===== src/core/pwt_pkg.sv =====
// Constants, register map and types for the PWM timer control block.
// Assumes a single bus and counter clock; no imports, names are scoped.
package pwt_pkg;
   // Printed register indices; byte address is four times the index
   localparam logic [7:0] IDX_CTRL_A = 8'h00;
   localparam logic [7:0] IDX_CTRL_B_CLR = 8'h04;
   localparam logic [7:0] IDX_CTRL_B_SET = 8'h05;
   localparam logic [7:0] IDX_SYNC_FLAGS = 8'h08;
   localparam logic [7:0] IDX_COUNT_SNAP = 8'h0f;
   localparam logic [1:0] ADDR_SHIFT = 2'h2;
   // Control A fields
   localparam int CA_SOFT_RESET = 0;
   localparam int CA_ENABLE = 1;
   localparam int CA_RESOL_LO = 5;
   localparam int CA_PRESC_LO = 8;
   localparam int CA_STDBY = 11;
   // Control B fields
   localparam int CB_DIR = 0;
   localparam int CB_UPDATE_LOCK = 1;
   localparam int CB_SINGLE_RUN = 2;
   localparam int CB_IDX_LO = 3;
   localparam int CB_CMD_LO = 5;
   // Sync busy fields
   localparam int SB_SOFT_RESET = 0;
   localparam int SB_ENABLE = 1;
   // Crossing latency in cycles
   localparam logic [2:0] SYNC_CYCLES = 3'h3;
   localparam logic [1:0] RESP_OKAY = 2'h0;
   localparam logic [1:0] RESP_SLVERR = 2'h2;

   typedef enum logic [2:0] {
      CMD_NONE = 3'h0,
      CMD_RETRIGGER = 3'h1,
      CMD_STOP = 3'h2,
      CMD_UPDATE = 3'h3,
      CMD_COUNT_READ_SYNC_CMD = 3'h4
   } pwt_cmd_t;

   typedef enum logic [1:0] {
      IDX_TOGGLE = 2'h0,
      IDX_FORCE_B = 2'h1,
      IDX_FORCE_A = 2'h2,
      IDX_HOLD = 2'h3
   } pwt_idx_t;

   typedef enum logic [1:0] {
      DITH_NONE = 2'h0,
      DITH_16 = 2'h1,
      DITH_32 = 2'h2,
      DITH_64 = 2'h3
   } pwt_dith_t;

   // Prescaler wrap masks for divide by 1..1024
   function automatic logic [9:0] presc_mask(input logic [2:0] code);
      case (code)
         3'h0: presc_mask = 10'h000;
         3'h1: presc_mask = 10'h001;
         3'h2: presc_mask = 10'h003;
         3'h3: presc_mask = 10'h007;
         3'h4: presc_mask = 10'h00f;
         3'h5: presc_mask = 10'h03f;
         3'h6: presc_mask = 10'h0ff;
         default: presc_mask = 10'h3ff;
      endcase
   endfunction

   // Dither frame masks for 16, 32, 64 frames
   function automatic logic [5:0] dith_mask(input logic [1:0] code);
      case (code)
         DITH_16: dith_mask = 6'h0f;
         DITH_32: dith_mask = 6'h1f;
         DITH_64: dith_mask = 6'h3f;
         default: dith_mask = 6'h00;
      endcase
   endfunction
endpackage


===== src/core/pwt_timer_ctrl.sv =====
// PWM timer control: control A, control B clear/set, sync flags, counter.
// Assumes an AXI4-Lite master on mclk and a counter on the same clock.
`timescale 1ns/1ps

// Functional notes
// - Standby halts counter unless standby-run set
// - Prescaler divides by 1 to 1024
// - Dither over 16/32/64 frames using low bits
// - Enable reads back at once, busy flag
// - Soft reset clears registers, disables counter
// - Soft reset discards rest of write
// - Reset bit reads one until done
// - Clear and set registers share state
// - Commands decode, run on prescaled tick
// - Zero writes idle; clear cancels pending
// - Ramp index command at dual-ramp update
// - Single run stops at wrap or stop
// - Clear register turns single run off
// - Lock blocks buffer copy on hardware update; update command still copies
// - Lock ignored while capture enabled
// - Clear register unlocks buffer updates
// - Direction bit; clear selects counting up
// - Set register sets bits and commands
// - Sync flags set at start, clear at end
module pwt_timer_ctrl #(
   parameter int CNT_W = 24
) (
   input wire logic mclk,
   input wire logic rst,
   input wire logic clkEn,
   input wire logic [7:0] s_axi_awaddr,
   input wire logic s_axi_awvalid,
   output logic s_axi_awready,
   input wire logic [31:0] s_axi_wdata,
   input wire logic [3:0] s_axi_wstrb,
   input wire logic s_axi_wvalid,
   output logic s_axi_wready,
   output logic [1:0] s_axi_bresp,
   output logic s_axi_bvalid,
   input wire logic s_axi_bready,
   input wire logic [7:0] s_axi_araddr,
   input wire logic s_axi_arvalid,
   output logic s_axi_arready,
   output logic [31:0] s_axi_rdata,
   output logic [1:0] s_axi_rresp,
   output logic s_axi_rvalid,
   input wire logic s_axi_rready,
   input wire logic standbyMode,
   input wire logic captureEn,
   input wire logic dualRampMode,
   input wire logic [CNT_W-1:0] periodValue,
   output logic [CNT_W-1:0] count,
   output logic countDown,
   output logic counterRunning,
   output logic counterEnabled,
   output logic bufferCopy,
   output logic cycleIndexFlag,
   output logic ditherExtra
);

   typedef struct packed {
      logic standbyRun;
      logic [2:0] presc;
      logic [1:0] resol;
      logic enableReq;
      logic softReset;
      logic enActive;
      logic enBusy;
      logic rstBusy;
      logic [2:0] syncCnt;
      logic [2:0] cmd;
      logic [1:0] ramp_index_cmd;
      logic singleRun;
      logic updateLock;
      logic dirDown;
      logic [9:0] prescCnt;
      logic [CNT_W-1:0] count;
      logic [CNT_W-1:0] countSnap;
      logic running;
      logic cycleIdx;
      logic [5:0] frameCnt;
      logic bufCopy;
      logic dithExtra;
   } pwt_core_t;

   typedef struct packed {
      pwt_core_t core;
      logic awHeld;
      logic [7:0] awAddr;
      logic wHeld;
      logic [31:0] wData;
      logic [3:0] wStrb;
      logic bValid;
      logic [1:0] bResp;
      logic rValid;
      logic [31:0] rData;
      logic [1:0] rResp;
   } pwt_state_t;

   pwt_state_t s_r;
   pwt_state_t s_nxt;
   logic tick;
   logic wrap;
   logic updCond;
   logic doWrite;
   logic rstDone;
   logic [7:0] ctrlB;
   logic [5:0] dMask;

   // Handshakes only while clocked, so a frozen slave loses no transfer
   assign s_axi_awready = clkEn && !s_r.awHeld && !s_r.bValid;
   assign s_axi_wready = clkEn && !s_r.wHeld && !s_r.bValid;
   assign s_axi_arready = clkEn && !s_r.rValid;
   assign s_axi_bvalid = clkEn && s_r.bValid;
   assign s_axi_bresp = s_r.bResp;
   assign s_axi_rvalid = clkEn && s_r.rValid;
   assign s_axi_rdata = s_r.rData;
   assign s_axi_rresp = s_r.rResp;
   assign count = s_r.core.count;
   assign countDown = s_r.core.dirDown;
   assign counterRunning = s_r.core.running;
   assign counterEnabled = s_r.core.enActive;
   assign bufferCopy = s_r.core.bufCopy;
   assign cycleIndexFlag = s_r.core.cycleIdx;
   assign ditherExtra = s_r.core.dithExtra;

   // Shared view of control B for both addresses
   assign ctrlB = {s_r.core.cmd, s_r.core.ramp_index_cmd, s_r.core.singleRun,
      s_r.core.updateLock, s_r.core.dirDown};

   // Prescaled tick; frozen in standby unless allowed to run
   assign tick = s_r.core.enActive
      && (!standbyMode || s_r.core.standbyRun)
      && ((s_r.core.prescCnt & pwt_pkg::presc_mask(s_r.core.presc))
         == pwt_pkg::presc_mask(s_r.core.presc));
   assign wrap = s_r.core.dirDown ? (s_r.core.count == '0)
      : (s_r.core.count == periodValue);
   assign updCond = tick && s_r.core.running && wrap;
   assign doWrite = s_r.awHeld && s_r.wHeld && !s_r.bValid;
   assign rstDone = (s_r.core.enBusy || s_r.core.rstBusy)
      && (s_r.core.syncCnt == pwt_pkg::SYNC_CYCLES - 3'h1);
   assign dMask = pwt_pkg::dith_mask(s_r.core.resol);

   always_comb
   begin
      logic [7:0] idx;
      logic [7:0] wb;
      idx = s_r.awAddr >> pwt_pkg::ADDR_SHIFT;
      wb = s_r.wData[7:0];
      s_nxt = s_r;
      s_nxt.core.bufCopy = 1'b0;

      // Sync counter runs while any crossing is busy
      if (s_r.core.enBusy || s_r.core.rstBusy)
      begin
         s_nxt.core.syncCnt = s_r.core.syncCnt + 3'h1;
      end

      // Prescaler
      if (s_r.core.enActive && (!standbyMode || s_r.core.standbyRun))
      begin
         s_nxt.core.prescCnt = tick ? 10'h000 : s_r.core.prescCnt + 10'h001;
      end

      // Counter
      if (tick && s_r.core.running)
      begin
         if (wrap)
         begin
            s_nxt.core.count = s_r.core.dirDown ? periodValue : '0;
            if (s_r.core.singleRun)
            begin
               s_nxt.core.running = 1'b0;
            end
         end
         else if (s_r.core.dirDown)
         begin
            s_nxt.core.count = s_r.core.count - CNT_W'(1);
         end
         else
         begin
            s_nxt.core.count = s_r.core.count + CNT_W'(1);
         end
      end

      // Hardware update condition
      if (updCond)
      begin
         s_nxt.core.bufCopy = !s_r.core.updateLock || captureEn;
         s_nxt.core.frameCnt = (s_r.core.frameCnt + 6'h01) & dMask;
         s_nxt.core.dithExtra = (s_r.core.resol != pwt_pkg::DITH_NONE)
            && (((s_r.core.frameCnt + 6'h01) & dMask)
               < (periodValue[5:0] & dMask));
         if (dualRampMode)
         begin
            case (s_r.core.ramp_index_cmd)
               pwt_pkg::IDX_FORCE_B: s_nxt.core.cycleIdx = 1'b1;
               pwt_pkg::IDX_FORCE_A: s_nxt.core.cycleIdx = 1'b0;
               pwt_pkg::IDX_HOLD: s_nxt.core.cycleIdx = s_r.core.cycleIdx;
               default: s_nxt.core.cycleIdx = !s_r.core.cycleIdx;
            endcase
            s_nxt.core.ramp_index_cmd = pwt_pkg::IDX_TOGGLE;
         end
      end

      // Software command on the prescaled tick
      if (tick && (s_r.core.cmd != pwt_pkg::CMD_NONE))
      begin
         case (s_r.core.cmd)
            pwt_pkg::CMD_RETRIGGER:
            begin
               s_nxt.core.running = 1'b1;
               s_nxt.core.count = s_r.core.dirDown ? periodValue : '0;
            end
            pwt_pkg::CMD_STOP: s_nxt.core.running = 1'b0;
            pwt_pkg::CMD_UPDATE: s_nxt.core.bufCopy = 1'b1;
            pwt_pkg::CMD_COUNT_READ_SYNC_CMD: s_nxt.core.countSnap = s_r.core.count;
            default: s_nxt.core.cmd = pwt_pkg::CMD_NONE;
         endcase
         s_nxt.core.cmd = pwt_pkg::CMD_NONE;
      end

      // Crossing completes
      if (rstDone)
      begin
         s_nxt.core.enBusy = 1'b0;
         s_nxt.core.rstBusy = 1'b0;
         s_nxt.core.enActive = s_r.core.enableReq;
         if (s_r.core.rstBusy)
         begin
            s_nxt.core = '0;
         end
      end

      // Bus write address and data, taken in either order
      if (s_axi_awvalid && !s_r.awHeld && !s_r.bValid)
      begin
         s_nxt.awHeld = 1'b1;
         s_nxt.awAddr = s_axi_awaddr;
      end
      if (s_axi_wvalid && !s_r.wHeld && !s_r.bValid)
      begin
         s_nxt.wHeld = 1'b1;
         s_nxt.wData = s_axi_wdata;
         s_nxt.wStrb = s_axi_wstrb;
      end
      if (s_r.bValid && s_axi_bready)
      begin
         s_nxt.bValid = 1'b0;
      end

      // Register write; bus wins over same-cycle hardware clears
      if (doWrite)
      begin
         s_nxt.awHeld = 1'b0;
         s_nxt.wHeld = 1'b0;
         s_nxt.bValid = 1'b1;
         s_nxt.bResp = pwt_pkg::RESP_OKAY;
         if (s_r.awAddr[1:0] != 2'h0)
         begin
            s_nxt.bResp = pwt_pkg::RESP_SLVERR;
         end
         else if (idx == pwt_pkg::IDX_CTRL_A)
         begin
            if (s_r.wStrb[0] && wb[pwt_pkg::CA_SOFT_RESET])
            begin
               // Rest of this write is dropped
               s_nxt.core.softReset = 1'b1;
               s_nxt.core.rstBusy = 1'b1;
               s_nxt.core.syncCnt = 3'h0;
            end
            else
            begin
               if (s_r.wStrb[0])
               begin
                  s_nxt.core.resol = wb[pwt_pkg::CA_RESOL_LO +: 2];
                  s_nxt.core.enableReq = wb[pwt_pkg::CA_ENABLE];
                  s_nxt.core.enBusy = 1'b1;
                  s_nxt.core.syncCnt = 3'h0;
               end
               if (s_r.wStrb[1])
               begin
                  s_nxt.core.presc = s_r.wData[pwt_pkg::CA_PRESC_LO +: 3];
                  s_nxt.core.standbyRun = s_r.wData[pwt_pkg::CA_STDBY];
               end
            end
         end
         else if (idx == pwt_pkg::IDX_CTRL_B_CLR)
         begin
            if (s_r.wStrb[0])
            begin
               if (wb[pwt_pkg::CB_CMD_LO +: 3] != 3'h0)
               begin
                  s_nxt.core.cmd = pwt_pkg::CMD_NONE;
               end
               if (wb[pwt_pkg::CB_IDX_LO +: 2] != 2'h0)
               begin
                  s_nxt.core.ramp_index_cmd = pwt_pkg::IDX_TOGGLE;
               end
               if (wb[pwt_pkg::CB_SINGLE_RUN])
               begin
                  s_nxt.core.singleRun = 1'b0;
               end
               if (wb[pwt_pkg::CB_UPDATE_LOCK])
               begin
                  s_nxt.core.updateLock = 1'b0;
               end
               if (wb[pwt_pkg::CB_DIR])
               begin
                  s_nxt.core.dirDown = 1'b0;
               end
            end
         end
         else if (idx == pwt_pkg::IDX_CTRL_B_SET)
         begin
            if (s_r.wStrb[0])
            begin
               if (wb[pwt_pkg::CB_CMD_LO +: 3] != 3'h0)
               begin
                  s_nxt.core.cmd = wb[pwt_pkg::CB_CMD_LO +: 3];
               end
               if (wb[pwt_pkg::CB_IDX_LO +: 2] != 2'h0)
               begin
                  s_nxt.core.ramp_index_cmd = wb[pwt_pkg::CB_IDX_LO +: 2];
               end
               if (wb[pwt_pkg::CB_SINGLE_RUN])
               begin
                  s_nxt.core.singleRun = 1'b1;
               end
               if (wb[pwt_pkg::CB_UPDATE_LOCK])
               begin
                  s_nxt.core.updateLock = 1'b1;
               end
               if (wb[pwt_pkg::CB_DIR])
               begin
                  s_nxt.core.dirDown = 1'b1;
               end
            end
         end
         else if ((idx != pwt_pkg::IDX_SYNC_FLAGS)
            && (idx != pwt_pkg::IDX_COUNT_SNAP))
         begin
            s_nxt.bResp = pwt_pkg::RESP_SLVERR;
         end
      end

      // Bus read
      if (s_r.rValid && s_axi_rready)
      begin
         s_nxt.rValid = 1'b0;
      end
      if (s_axi_arvalid && !s_r.rValid)
      begin
         s_nxt.rValid = 1'b1;
         s_nxt.rResp = pwt_pkg::RESP_OKAY;
         s_nxt.rData = 32'h0000_0000;
         case (s_axi_araddr >> pwt_pkg::ADDR_SHIFT)
            pwt_pkg::IDX_CTRL_A:
            begin
               s_nxt.rData[pwt_pkg::CA_STDBY] = s_r.core.standbyRun;
               s_nxt.rData[pwt_pkg::CA_PRESC_LO +: 3] = s_r.core.presc;
               s_nxt.rData[pwt_pkg::CA_RESOL_LO +: 2] = s_r.core.resol;
               s_nxt.rData[pwt_pkg::CA_ENABLE] = s_r.core.enableReq;
               s_nxt.rData[pwt_pkg::CA_SOFT_RESET] = s_r.core.softReset;
            end
            pwt_pkg::IDX_CTRL_B_CLR: s_nxt.rData[7:0] = ctrlB;
            pwt_pkg::IDX_CTRL_B_SET: s_nxt.rData[7:0] = ctrlB;
            pwt_pkg::IDX_SYNC_FLAGS:
            begin
               s_nxt.rData[pwt_pkg::SB_SOFT_RESET] = s_r.core.rstBusy;
               s_nxt.rData[pwt_pkg::SB_ENABLE] = s_r.core.enBusy;
            end
            pwt_pkg::IDX_COUNT_SNAP:
            begin
               s_nxt.rData[CNT_W-1:0] = s_r.core.countSnap;
            end
            default: s_nxt.rResp = pwt_pkg::RESP_SLVERR;
         endcase
         if (s_axi_araddr[1:0] != 2'h0)
         begin
            s_nxt.rResp = pwt_pkg::RESP_SLVERR;
         end
      end
   end

   always_ff @(posedge mclk)
   begin
      if (rst)
      begin
         s_r <= '0;
      end
      else if (clkEn)
      begin
         s_r <= s_nxt;
      end
   end

   // Checks
   logic swrstWrite;
   logic enWrite;
   assign swrstWrite = doWrite && s_r.wStrb[0]
      && (s_r.awAddr == (pwt_pkg::IDX_CTRL_A << pwt_pkg::ADDR_SHIFT))
      && s_r.wData[pwt_pkg::CA_SOFT_RESET];
   assign enWrite = doWrite && s_r.wStrb[0]
      && (s_r.awAddr == (pwt_pkg::IDX_CTRL_A << pwt_pkg::ADDR_SHIFT))
      && !s_r.wData[pwt_pkg::CA_SOFT_RESET];
endmodule


===== config.mk =====
export PLATFORM = sky130hd
export DESIGN_NAME = pwt_timer_ctrl
export DESIGN_NICKNAME = d
export VERILOG_FILES = /design/src/core/pwt_pkg.sv /design/src/core/pwt_timer_ctrl.sv
export SDC_FILE = /design/constraint.sdc
export NUM_CORES = 1
export LEC_CHECK = 0
export BUFFER_PORTS_ARGS = -buffer_cell sky130_fd_sc_hd__buf_2
export CELL_PAD_IN_SITES_DETAIL_PLACEMENT = 2
export CELL_PAD_IN_SITES_GLOBAL_PLACEMENT = 2
export CORE_ASPECT_RATIO = 0.6
export CORE_MARGIN = 2
export CORE_UTILIZATION = 35
export CTS_CLUSTER_SIZE = 14
export DETAILED_ROUTE_END_ITERATION = 16
export GPL_ROUTABILITY_DRIVEN = 0
export GPL_TIMING_DRIVEN = 0
export PLACE_DENSITY = 0.88
export SLEW_MARGIN = 20
export SYNTH_ARGS = -nofsm -noshare
export SYNTH_HDL_FRONTEND = slang
export SYNTH_SLANG_ARGS = --single-unit

===== constraint.sdc =====
create_clock -name mclk -period 5.2 [get_ports mclk]
set_input_delay 1.3 -clock mclk [delete_from_list [all_inputs] [get_ports mclk]]
set_output_delay 1.3 -clock mclk [all_outputs]
set_load 0.01 [all_outputs]

==> impl_metrics.ini, run 1 <==
[power]
p_leak_uw = 0.00428
powerDensity_mw_per_mm2 = 264
ir_worst_vdd_mv = 0.210

[sta]
skew_ns = 0.0128
drv_slew = 0
tightest_slew_ns = 0.921
fin_crit_ns = 4.24
worst_hold_slack_ns = 0.458
fin_setup_tns_ns = 0
finalCritPeriodShare_pct = 81.5
finalHoldViolations = 0
setup_viol = 0
max_slew_margin_pct = 38.1
grt_setup_unrepaired = no
clock.fmax_mhz = 236

[worst_setup_path]
crit_cells = 5
critPathArrivalTime_ns = 2.94
path_cells = buf_2 -> buf_2 -> clkbuf_1 -> and2_1 -> buf_2
criticalPathCategory = in2out
rr_worst_depth = 8
cp_top_family = buffers and inverters
cpMostUsedCell = buf_2
crit_path_start_kind = input port
crit_fanout = 10
critPathMaxStageDelay_ns = 0.62
critPathBufInv = 4
cp-end-kind = output pin
cp_slowest_cell = clkbuf_1
cp.required_ns = 3.90

[logic_synthesis]
avgSynthCellArea_sq_um = 7.85
synth.area.top_cells = dfxtp_1 34%, a21oi_1 7.0%, nand2_1 5.8%
synthTopCellsByCount = 142 x dfxtp_1, 131 x nand2_1, 119 x a21oi_1, 102 x nor2_1, 63 x buf_4
synth_edf_count = 0
synth_warnings = 0
ys_seq_area_share_pct = 33.5
ys_async_sr_fraction_pct = 0
synth_area_sq_mm = 0.00848
synth_seq_cells = 142
yosysTopAreaCellShare_pct = 33.5
synth_cells = 1080
yosysMostFrequentCell = dfxtp_1
yosys.area.top_type = dfxtp_1
ys_types = 75
synth_ff_type = dfxtp_1

[global_route]
grt_pass1_wl_um = 60400
antenna_found_initial = 0
grt_pass1_vias = 9924
grt_max_degree = 32
overflow = 0
grt_use_total_pct = 31.2

[clock_tree]
clk_latency_ns = 0.44
cts_hold_buf = 0
cts-resized-gates = 0
clk_pin_slew_ns = 0.06
cts-root-buf = clkbuf_16
clockBufferDepth = 2
clock-sinks = 142
htree_levels = 4
cts_tree = built
postCtsSetupBuffers = 0
cts_buffers = 17

[place]
port_buffers = 122
dpl.hpwl_um = 28400

[finish]
area_growth_pct = 20.0
nets = 1349
seqCellArea_sq_mm = 0.00284
multi_input_area_sq_mm = 0.00490
num-fill-cells = 2794
layout-drive-gt1-share_pct = 20.1

[drt]
drt_wl_total_um = 39700
drtAntennaViolNets = 0
dr_total_vias = 9340
wl_per_cell_um = 25.3
vias_per_cell = 5.96
drtPass1Iterations = 5
drc = 0
drt_iter0_markers = 730

[floorplanning]
die_h_um = 125
initial_utilization_pct = 35.3
coreArea_sq_mm = 0.0240
io_pins = 158
die_w_um = 205
std_cell_rows = 44
die_area_sq_mm = 0.0255

[outcome]
status = finished, final reports clean

[worst_hold_path]
hp-class = reg2reg
worst_hold_path.num_cells = 2

[job]
maxCapViolCount = 0
-- routing by layer --
metal  global-route usage, %  vias up  part of all wire, %
met2                    47.7      365                   44
met5                       0        -                    0
met4                    10.1        0                  2.7
met1                    44.3     4753                   47
met3                    5.60       83                  6.4
li1                        -     4139                    -
-- state kept, by name (all words and copies together) (netlist names), 7 cells and up --
register,cells
s_r,79
count,24
s_axi_rdata,24
ctrlB,7
-- placed cells by master (no fill, tap or decap), types with 20 or more instances in the layout --
cell / instances
xor2_1: 33
a21o_1: 20
nand2_1: 131
clkbuf_1: 45
o21ai_0: 49
dfxtp_1: 141
a21oi_1: 119
nor2_1: 102
buf_4: 63
nand3_1: 34
nor3_1: 23
ha_1: 31
a22oi_1: 42
buf_2: 129
-- final cells by class --
cell class	instances	area share [%]
Buffer	119	7.10
Clock buffer	17	4.18
Antenna cell	1	0.0246
Sequential cell	142	28.0
Tap cell	322	3.96
Timing Repair Buffer	122	6.00
Multi-Input combinational cell	812	48.2
Clock inverter	15	2.04
Inverter	16	0.590
-- worst register-to-register path: cells and delay by family, from the launching register on --
kind	cells	cell delay (ns)
AOI/OAI and AO/OA	5	1.73
xor gates and xnor gates	1	0.42
adders and majority gates	1	0.42
DFF	1	0.88
and+or+nand+nor	1	0.22
-- where the power goes --
group	switching (uW)	total [uW]	internal, uW
sequential	16.5	1120	1100
clock	559	1370	811
combinational	133	197	64.3
total	708	2690	1980
-- per-stage QoR --
step | setup WS [ns] | instance area, sq um | cells | power (uW) | utilization (%)
2_1_floorplan | 1.80 | 8510 | 1089 | 1240 | -
3_3_place_gp | 1.06 | 9530 | 1533 | 1320 | 39.7
3_5_place_dp | 1.04 | 9530 | 1533 | 1330 | 39.7
4_1_cts | 1.04 | 10200 | 1565 | 2690 | 42.3
5_1_grt | 0.951 | 10200 | 1565 | 2760 | 42.4
6_report | 0.963 | 10200 | 1566 | 2690 | 42.4
-- cell families (layout without fill, tap and decap cells) --
family,count (synthesis),in the layout,synth area share (%)
and+or+nand+nor,374,374,20.8
AOI/OAI and AO/OA,345,345,26.3
DFF,142,142,33.5
buffers and inverters,135,289,9.22
xor gates and xnor gates,48,48,4.96
adders and majority gates,32,32,4.81
muxes,3,3,0.354
other,1,11,0.0442
-- worst paths after layout --
check | start | endpoint | slack (ns)
setup / recovery | clkEn | s_axi_bvalid | 0.96
hold / removal | s_axi_rdata[22] | s_axi_rdata[22] | 0.46
setup reg to reg | countDown | count[18] | 1.42
hold reg to reg | s_axi_rdata[22] | s_axi_rdata[22] | 0.46
Power figures use the tool's default switching activity.
==> run 2: changes to the inputs <==
--- a/config.mk
+++ b/config.mk
@@ -5,17 +5,18 @@
 export SDC_FILE = /design/constraint.sdc
 export NUM_CORES = 1
 export LEC_CHECK = 0
+export ABC_AREA = 1
 export BUFFER_PORTS_ARGS = -buffer_cell sky130_fd_sc_hd__buf_2
 export CELL_PAD_IN_SITES_DETAIL_PLACEMENT = 2
 export CELL_PAD_IN_SITES_GLOBAL_PLACEMENT = 2
 export CORE_ASPECT_RATIO = 0.6
 export CORE_MARGIN = 2
-export CORE_UTILIZATION = 35
+export CORE_UTILIZATION = 28
 export CTS_CLUSTER_SIZE = 14
 export DETAILED_ROUTE_END_ITERATION = 16
 export GPL_ROUTABILITY_DRIVEN = 0
 export GPL_TIMING_DRIVEN = 0
-export PLACE_DENSITY = 0.88
+export PLACE_DENSITY = 0.8
 export SLEW_MARGIN = 20
 export SYNTH_ARGS = -nofsm -noshare
 export SYNTH_HDL_FRONTEND = slang
==> constraint.sdc (replaced) <==
create_clock -name mclk -period 3.8 [get_ports mclk]
set_input_delay 0.95 -clock mclk [delete_from_list [all_inputs] [get_ports mclk]]
set_output_delay 0.95 -clock mclk [all_outputs]
set_load 0.01 [all_outputs]
==> impl_metrics.ini, run 2 <==
[place]
port_buffers = 124
dp_slack_ns = 0.677
dpl.hpwl_um = 38100

[logic_synthesis]
ys_types = 53
ys_async_sr_fraction_pct = 0
synth_cells = 1567
ys_seq_area_share_pct = 29.2
synthTopCellsByCount = 450 x nand2_1, 189 x inv_1, 162 x a21oi_1, 142 x dfxtp_1, 136 x nor2_1
synth.area.top_cells = dfxtp_1 29%, nand2_1 17%, a21oi_1 8.3%
synth_area_sq_mm = 0.00975
synth_warnings = 0
synth_ff_type = dfxtp_1
yosys.area.top_type = dfxtp_1
avgSynthCellArea_sq_um = 6.22
synth_seq_cells = 142
yosysTopAreaCellShare_pct = 29.2
yosysMostFrequentCell = nand2_1
synth_edf_count = 0

[floorplanning]
initial_utilization_pct = 28.7
die_h_um = 149
coreArea_sq_mm = 0.0340
io_pins = 158
std_cell_rows = 52
die_w_um = 245
die_area_sq_mm = 0.0364

[clock_tree]
clk_latency_ns = 0.45
cts_tree = built
htree_levels = 4
clk_pin_slew_ns = 0.07
cts_buffers = 17
postCtsSetupBuffers = 0
cts_hold_buf = 0
clock-sinks = 142
clockBufferDepth = 2
cts-resized-gates = 0
cts-root-buf = clkbuf_16

[sta]
tightest_slew_ns = 0.871
finalHoldViolations = 0
fin_setup_tns_ns = 0
finalCritPeriodShare_pct = 82.3
clock.fmax_mhz = 320
fin_crit_ns = 3.13
setup_viol = 0
grt_setup_unrepaired = no
max_slew_margin_pct = 41.9
skew_ns = 0.0137
drv_slew = 0
timing.final.ws_setup_ns = 0.672

[worst_setup_path]
crit_path_start_kind = register
crit_path_start = countDown
criticalPathCategory = reg2reg
critPathArrivalTime_ns = 3.43
r2r_slack_ns = 0.67
cp-end-kind = register
cp.required_ns = 4.10
r2r-start = countDown
crit_fanout = 25

[global_route]
overflow = 0
grt_pass1_vias = 11800
grt_use_total_pct = 26.1
grt_max_degree = 26
grt_pass1_wl_um = 71500
antenna_found_initial = 1

[finish]
top_register = s_r
nets = 1838
largest_reg_flops = 79
num-fill-cells = 4217
area_growth_pct = 18.7
seqCellArea_sq_mm = 0.00284
layout-drive-gt1-share_pct = 15.0
diodes = 0
multi_input_area_sq_mm = 0.00547
final_common_cell = nand2_1
final_cell_mix = 450 x nand2_1, 189 x inv_1, 162 x a21oi_1

[power]
powerDensity_mw_per_mm2 = 316
p_leak_uw = 0.00518
ir_worst_vdd_mv = 0.358

[drt]
drtAntennaViolNets = 0
wl_per_cell_um = 21.4
drc = 0
drt_iter0_markers = 746
dr_total_vias = 11400
drtPass1Iterations = 5
vias_per_cell = 5.19
drt_wl_total_um = 47000

[job]
maxCapViolCount = 0

[outcome]
status = finished, final reports clean

[worst_hold_path]
worstHoldStart = s_r[173]
hp-class = reg2reg
[run 2: critical path, cell delays in order, from the launching register on]
cell and delay, ns:
dfxtp_2 0.82, ha_1 0.33, nand2_1 0.14, inv_1 0.16, nand2_1 0.09, nor3_1 0.46, nand3_1 0.36, nand4_1 0.23
nand3_2 0.08, nand2_1 0.07, nand2_1 0.06, nand2_1 0.08, a21oi_1 0.06
[run 2: stage by stage]
| step | area (sq um) | power [uW] | hold slack [ns] | utilization, % | std cells |
|---|---|---|---|---|---|
| floorplan | 9780 | 1760 | 0.439 | - | 1576 |
| global placement | 11000 | 1920 | 0.451 | 32.3 | 2159 |
| detailed placement | 11000 | 1930 | 0.460 | 32.3 | 2159 |
| CTS | 11600 | 3660 | 0.470 | 34.0 | 2191 |
| global route | 11600 | 3780 | 0.492 | 34.0 | 2191 |
| finish | 11600 | 3660 | 0.468 | 34.0 | 2191 |
[run 2: cell type report]
class                   instances  share of cell area (%)
plain buffers                 117                    6.31
clock buffers                  19                    3.91
clock inverters                13                    1.20
inverters                     197                    6.43
multi-input cells            1120                    47.2
flip-flops and latches        142                    24.6
well taps                     459                    4.96
repair buffers                124                    5.36
[run 2: routing by layer]
layer	global-route usage, %	share of wire [%]	up-vias
met3	4.62	5.8	28
met5	0	0	-
li1	-	-	5325
met1	40.1	52	5754
met4	4.66	0.80	0
met2	37.6	42	275
[run 2: report_power, final]
part | total (uW) | switching, uW | internal [uW]
Clock | 1750 | 746 | 1000
Combinational | 352 | 239 | 113
Sequential | 1560 | 31.7 | 1520
Total | 3660 | 1020 | 2640
[run 2: cells by family after synthesis]
kind of cell,count (synthesis),synth area share (%)
other,1,0.0385
adders and majority gates,32,4.18
buffers and inverters,314,15.1
DFF,142,29.2
xor gates and xnor gates,17,1.53
and+or+nand+nor,727,31.0
AOI/OAI and AO/OA,334,18.9
[run 2: path summary, 6_finish.rpt]
kind	end	cells past startpoint
worst max-delay path	count[19]	12
worst min-delay path	s_r[173]	2
worst max register to register	count[19]	12
worst min register to register	s_r[173]	2
==> run 3: changes to the inputs <==
--- a/config.mk
+++ b/config.mk
@@ -11,12 +11,12 @@
 export CELL_PAD_IN_SITES_GLOBAL_PLACEMENT = 2
 export CORE_ASPECT_RATIO = 0.6
 export CORE_MARGIN = 2
-export CORE_UTILIZATION = 28
+export CORE_UTILIZATION = 30
 export CTS_CLUSTER_SIZE = 14
 export DETAILED_ROUTE_END_ITERATION = 16
 export GPL_ROUTABILITY_DRIVEN = 0
 export GPL_TIMING_DRIVEN = 0
-export PLACE_DENSITY = 0.8
+export PLACE_DENSITY = 0.82
 export SLEW_MARGIN = 20
 export SYNTH_ARGS = -nofsm -noshare
 export SYNTH_HDL_FRONTEND = slang
==> constraint.sdc (replaced) <==
create_clock -name mclk -period 3 [get_ports mclk]
set_input_delay 0.75 -clock mclk [delete_from_list [all_inputs] [get_ports mclk]]
set_output_delay 0.75 -clock mclk [all_outputs]
set_load 0.01 [all_outputs]
==> impl_metrics.ini, run 3 (same netlist as run 2, synthesis figures left out) <==
[outcome]
status = finished, final reports clean

[clock_tree]
cts_tree = built
clk_latency_ns = 0.45
clock-sinks = 142
htree_levels = 4
cts-resized-gates = 0
clockBufferDepth = 2
cts_hold_buf = 0
cts-root-buf = clkbuf_16
postCtsSetupBuffers = 0
clk_pin_slew_ns = 0.07
cts_buffers = 17

[floorplanning]
io_pins = 158
die_w_um = 237
std_cell_rows = 51
die_h_um = 144
initial_utilization_pct = 30.3
die_area_sq_mm = 0.0340
coreArea_sq_mm = 0.0322

[place]
dpl.hpwl_um = 37600
port_buffers = 124
placedCellCount = 2124

[worst_hold_path]
worstHoldStart = s_r[105]
hp-class = reg2reg
whs_endpoint = s_r[105]
worst_hold_path.num_cells = 2

[finish]
layout-drive-gt1-share_pct = 15.0
num-fill-cells = 4054
instances_no_fill = 2156
multi_input_area_sq_mm = 0.00547
nets = 1838
area_growth_pct = 18.7
final_cell_mix = 450 x nand2_1, 189 x inv_1, 162 x a21oi_1
seqCellArea_sq_mm = 0.00285
final_common_cell = nand2_1
diodes = 0
largest_reg_flops = 79
top_register = s_r

[drt]
vias_per_cell = 5.37
wl_per_cell_um = 21.8
drc = 0
drt_wl_total_um = 47000
drtAntennaViolNets = 0
dr_total_vias = 11600
drt_iter0_markers = 919
drtPass1Iterations = 5

[job]
maxCapViolCount = 0

[worst_setup_path]
r2r-start = countDown
criticalPathCategory = reg2reg
rr_worst_depth = 13
crit_path_start_kind = register
crit_fanout = 25
timing.rr.end = count[23]
cp-end-kind = register
cp.required_ns = 3.29
critPathArrivalTime_ns = 3.10
r2r_slack_ns = 0.19

[sta]
finalHoldViolations = 0
worst_hold_slack_ns = 0.475
skew_ns = 0.0180
grt_setup_unrepaired = no
drv_slew = 0
fin_crit_ns = 2.81
setup_viol = 0
tightest_slew_ns = 0.850
finalCritPeriodShare_pct = 93.6
clock.fmax_mhz = 356
max_slew_margin_pct = 43.3

[global_route]
overflow = 0
antenna_found_initial = 3
grt_use_total_pct = 27.6
grt_pass1_wl_um = 70700
grt_max_degree = 26
grt_pass1_vias = 11700

[power]
ir_worst_vdd_mv = 0.438
p_leak_uw = 0.00521
total_power_uw = 4770
powerDensity_mw_per_mm2 = 412
==> run 3: final cells by class <==
type	instances	area share [%]
Multi-Input combinational cell	1120	47.2
Sequential cell	142	24.6
Inverter	197	6.43
Buffer	117	6.32
Timing Repair Buffer	124	5.36
Tap cell	424	4.59
Clock buffer	19	3.83
Clock inverter	13	1.63
==> run 3: stage by stage <==
stage / setup TNS, ns / utilization [%] / cell area [sq um] / setup WS (ns)
2_1_floorplan: 0 / - / 9780 / 0.665
3_3_place_gp: -2.34 / 33.9 / 10900 / -0.314
3_5_place_dp: 0 / 33.9 / 10900 / 0.0839
4_1_cts: 0 / 35.9 / 11600 / 0.0489
5_1_grt: 0 / 35.9 / 11600 / 0.0452
6_report: 0 / 35.9 / 11600 / 0.192
==> run 3: worst max path at each step <==
stage	slack, ns	endpoint	start
finish	0.19	count[23]	countDown
global placement	-0.31	count[19]	countDown
floorplan	0.67	count[23]	countDown
detailed placement	0.08	count[19]	countDown
global route	0.05	s_r[103]	s_r[160]
CTS	0.05	count[23]	countDown
==> run 3: report_power, final <==
group,switching [uW],total [uW],internal (uW)
combinational,304,447,143
sequential,41.3,1970,1930
clock,930,2350,1420
==> run 3: worst max-delay path, cell delays in order (launching register included) <==
cell and delay [ns]:
dfxtp_4 0.61, ha_1 0.40, nand2_1 0.18, inv_1 0.06, a21oi_1 0.44, nor2_1 0.16, o21bai_1 0.23, nand3_1 0.14
nand2_1 0.09, nand3_1 0.08, nand2_1 0.07, nand2_1 0.05, nand2_1 0.09, a21oi_1 0.06
==> run 3: metal layers <==
metal,vias to the layer above,share of wire (%),track usage [%]
met5,-,0.047,0
met4,4,1.4,6.33
met3,48,7.1,4.55
met2,334,41,40.4
met1,5869,50,41.7
li1,5323,-,-
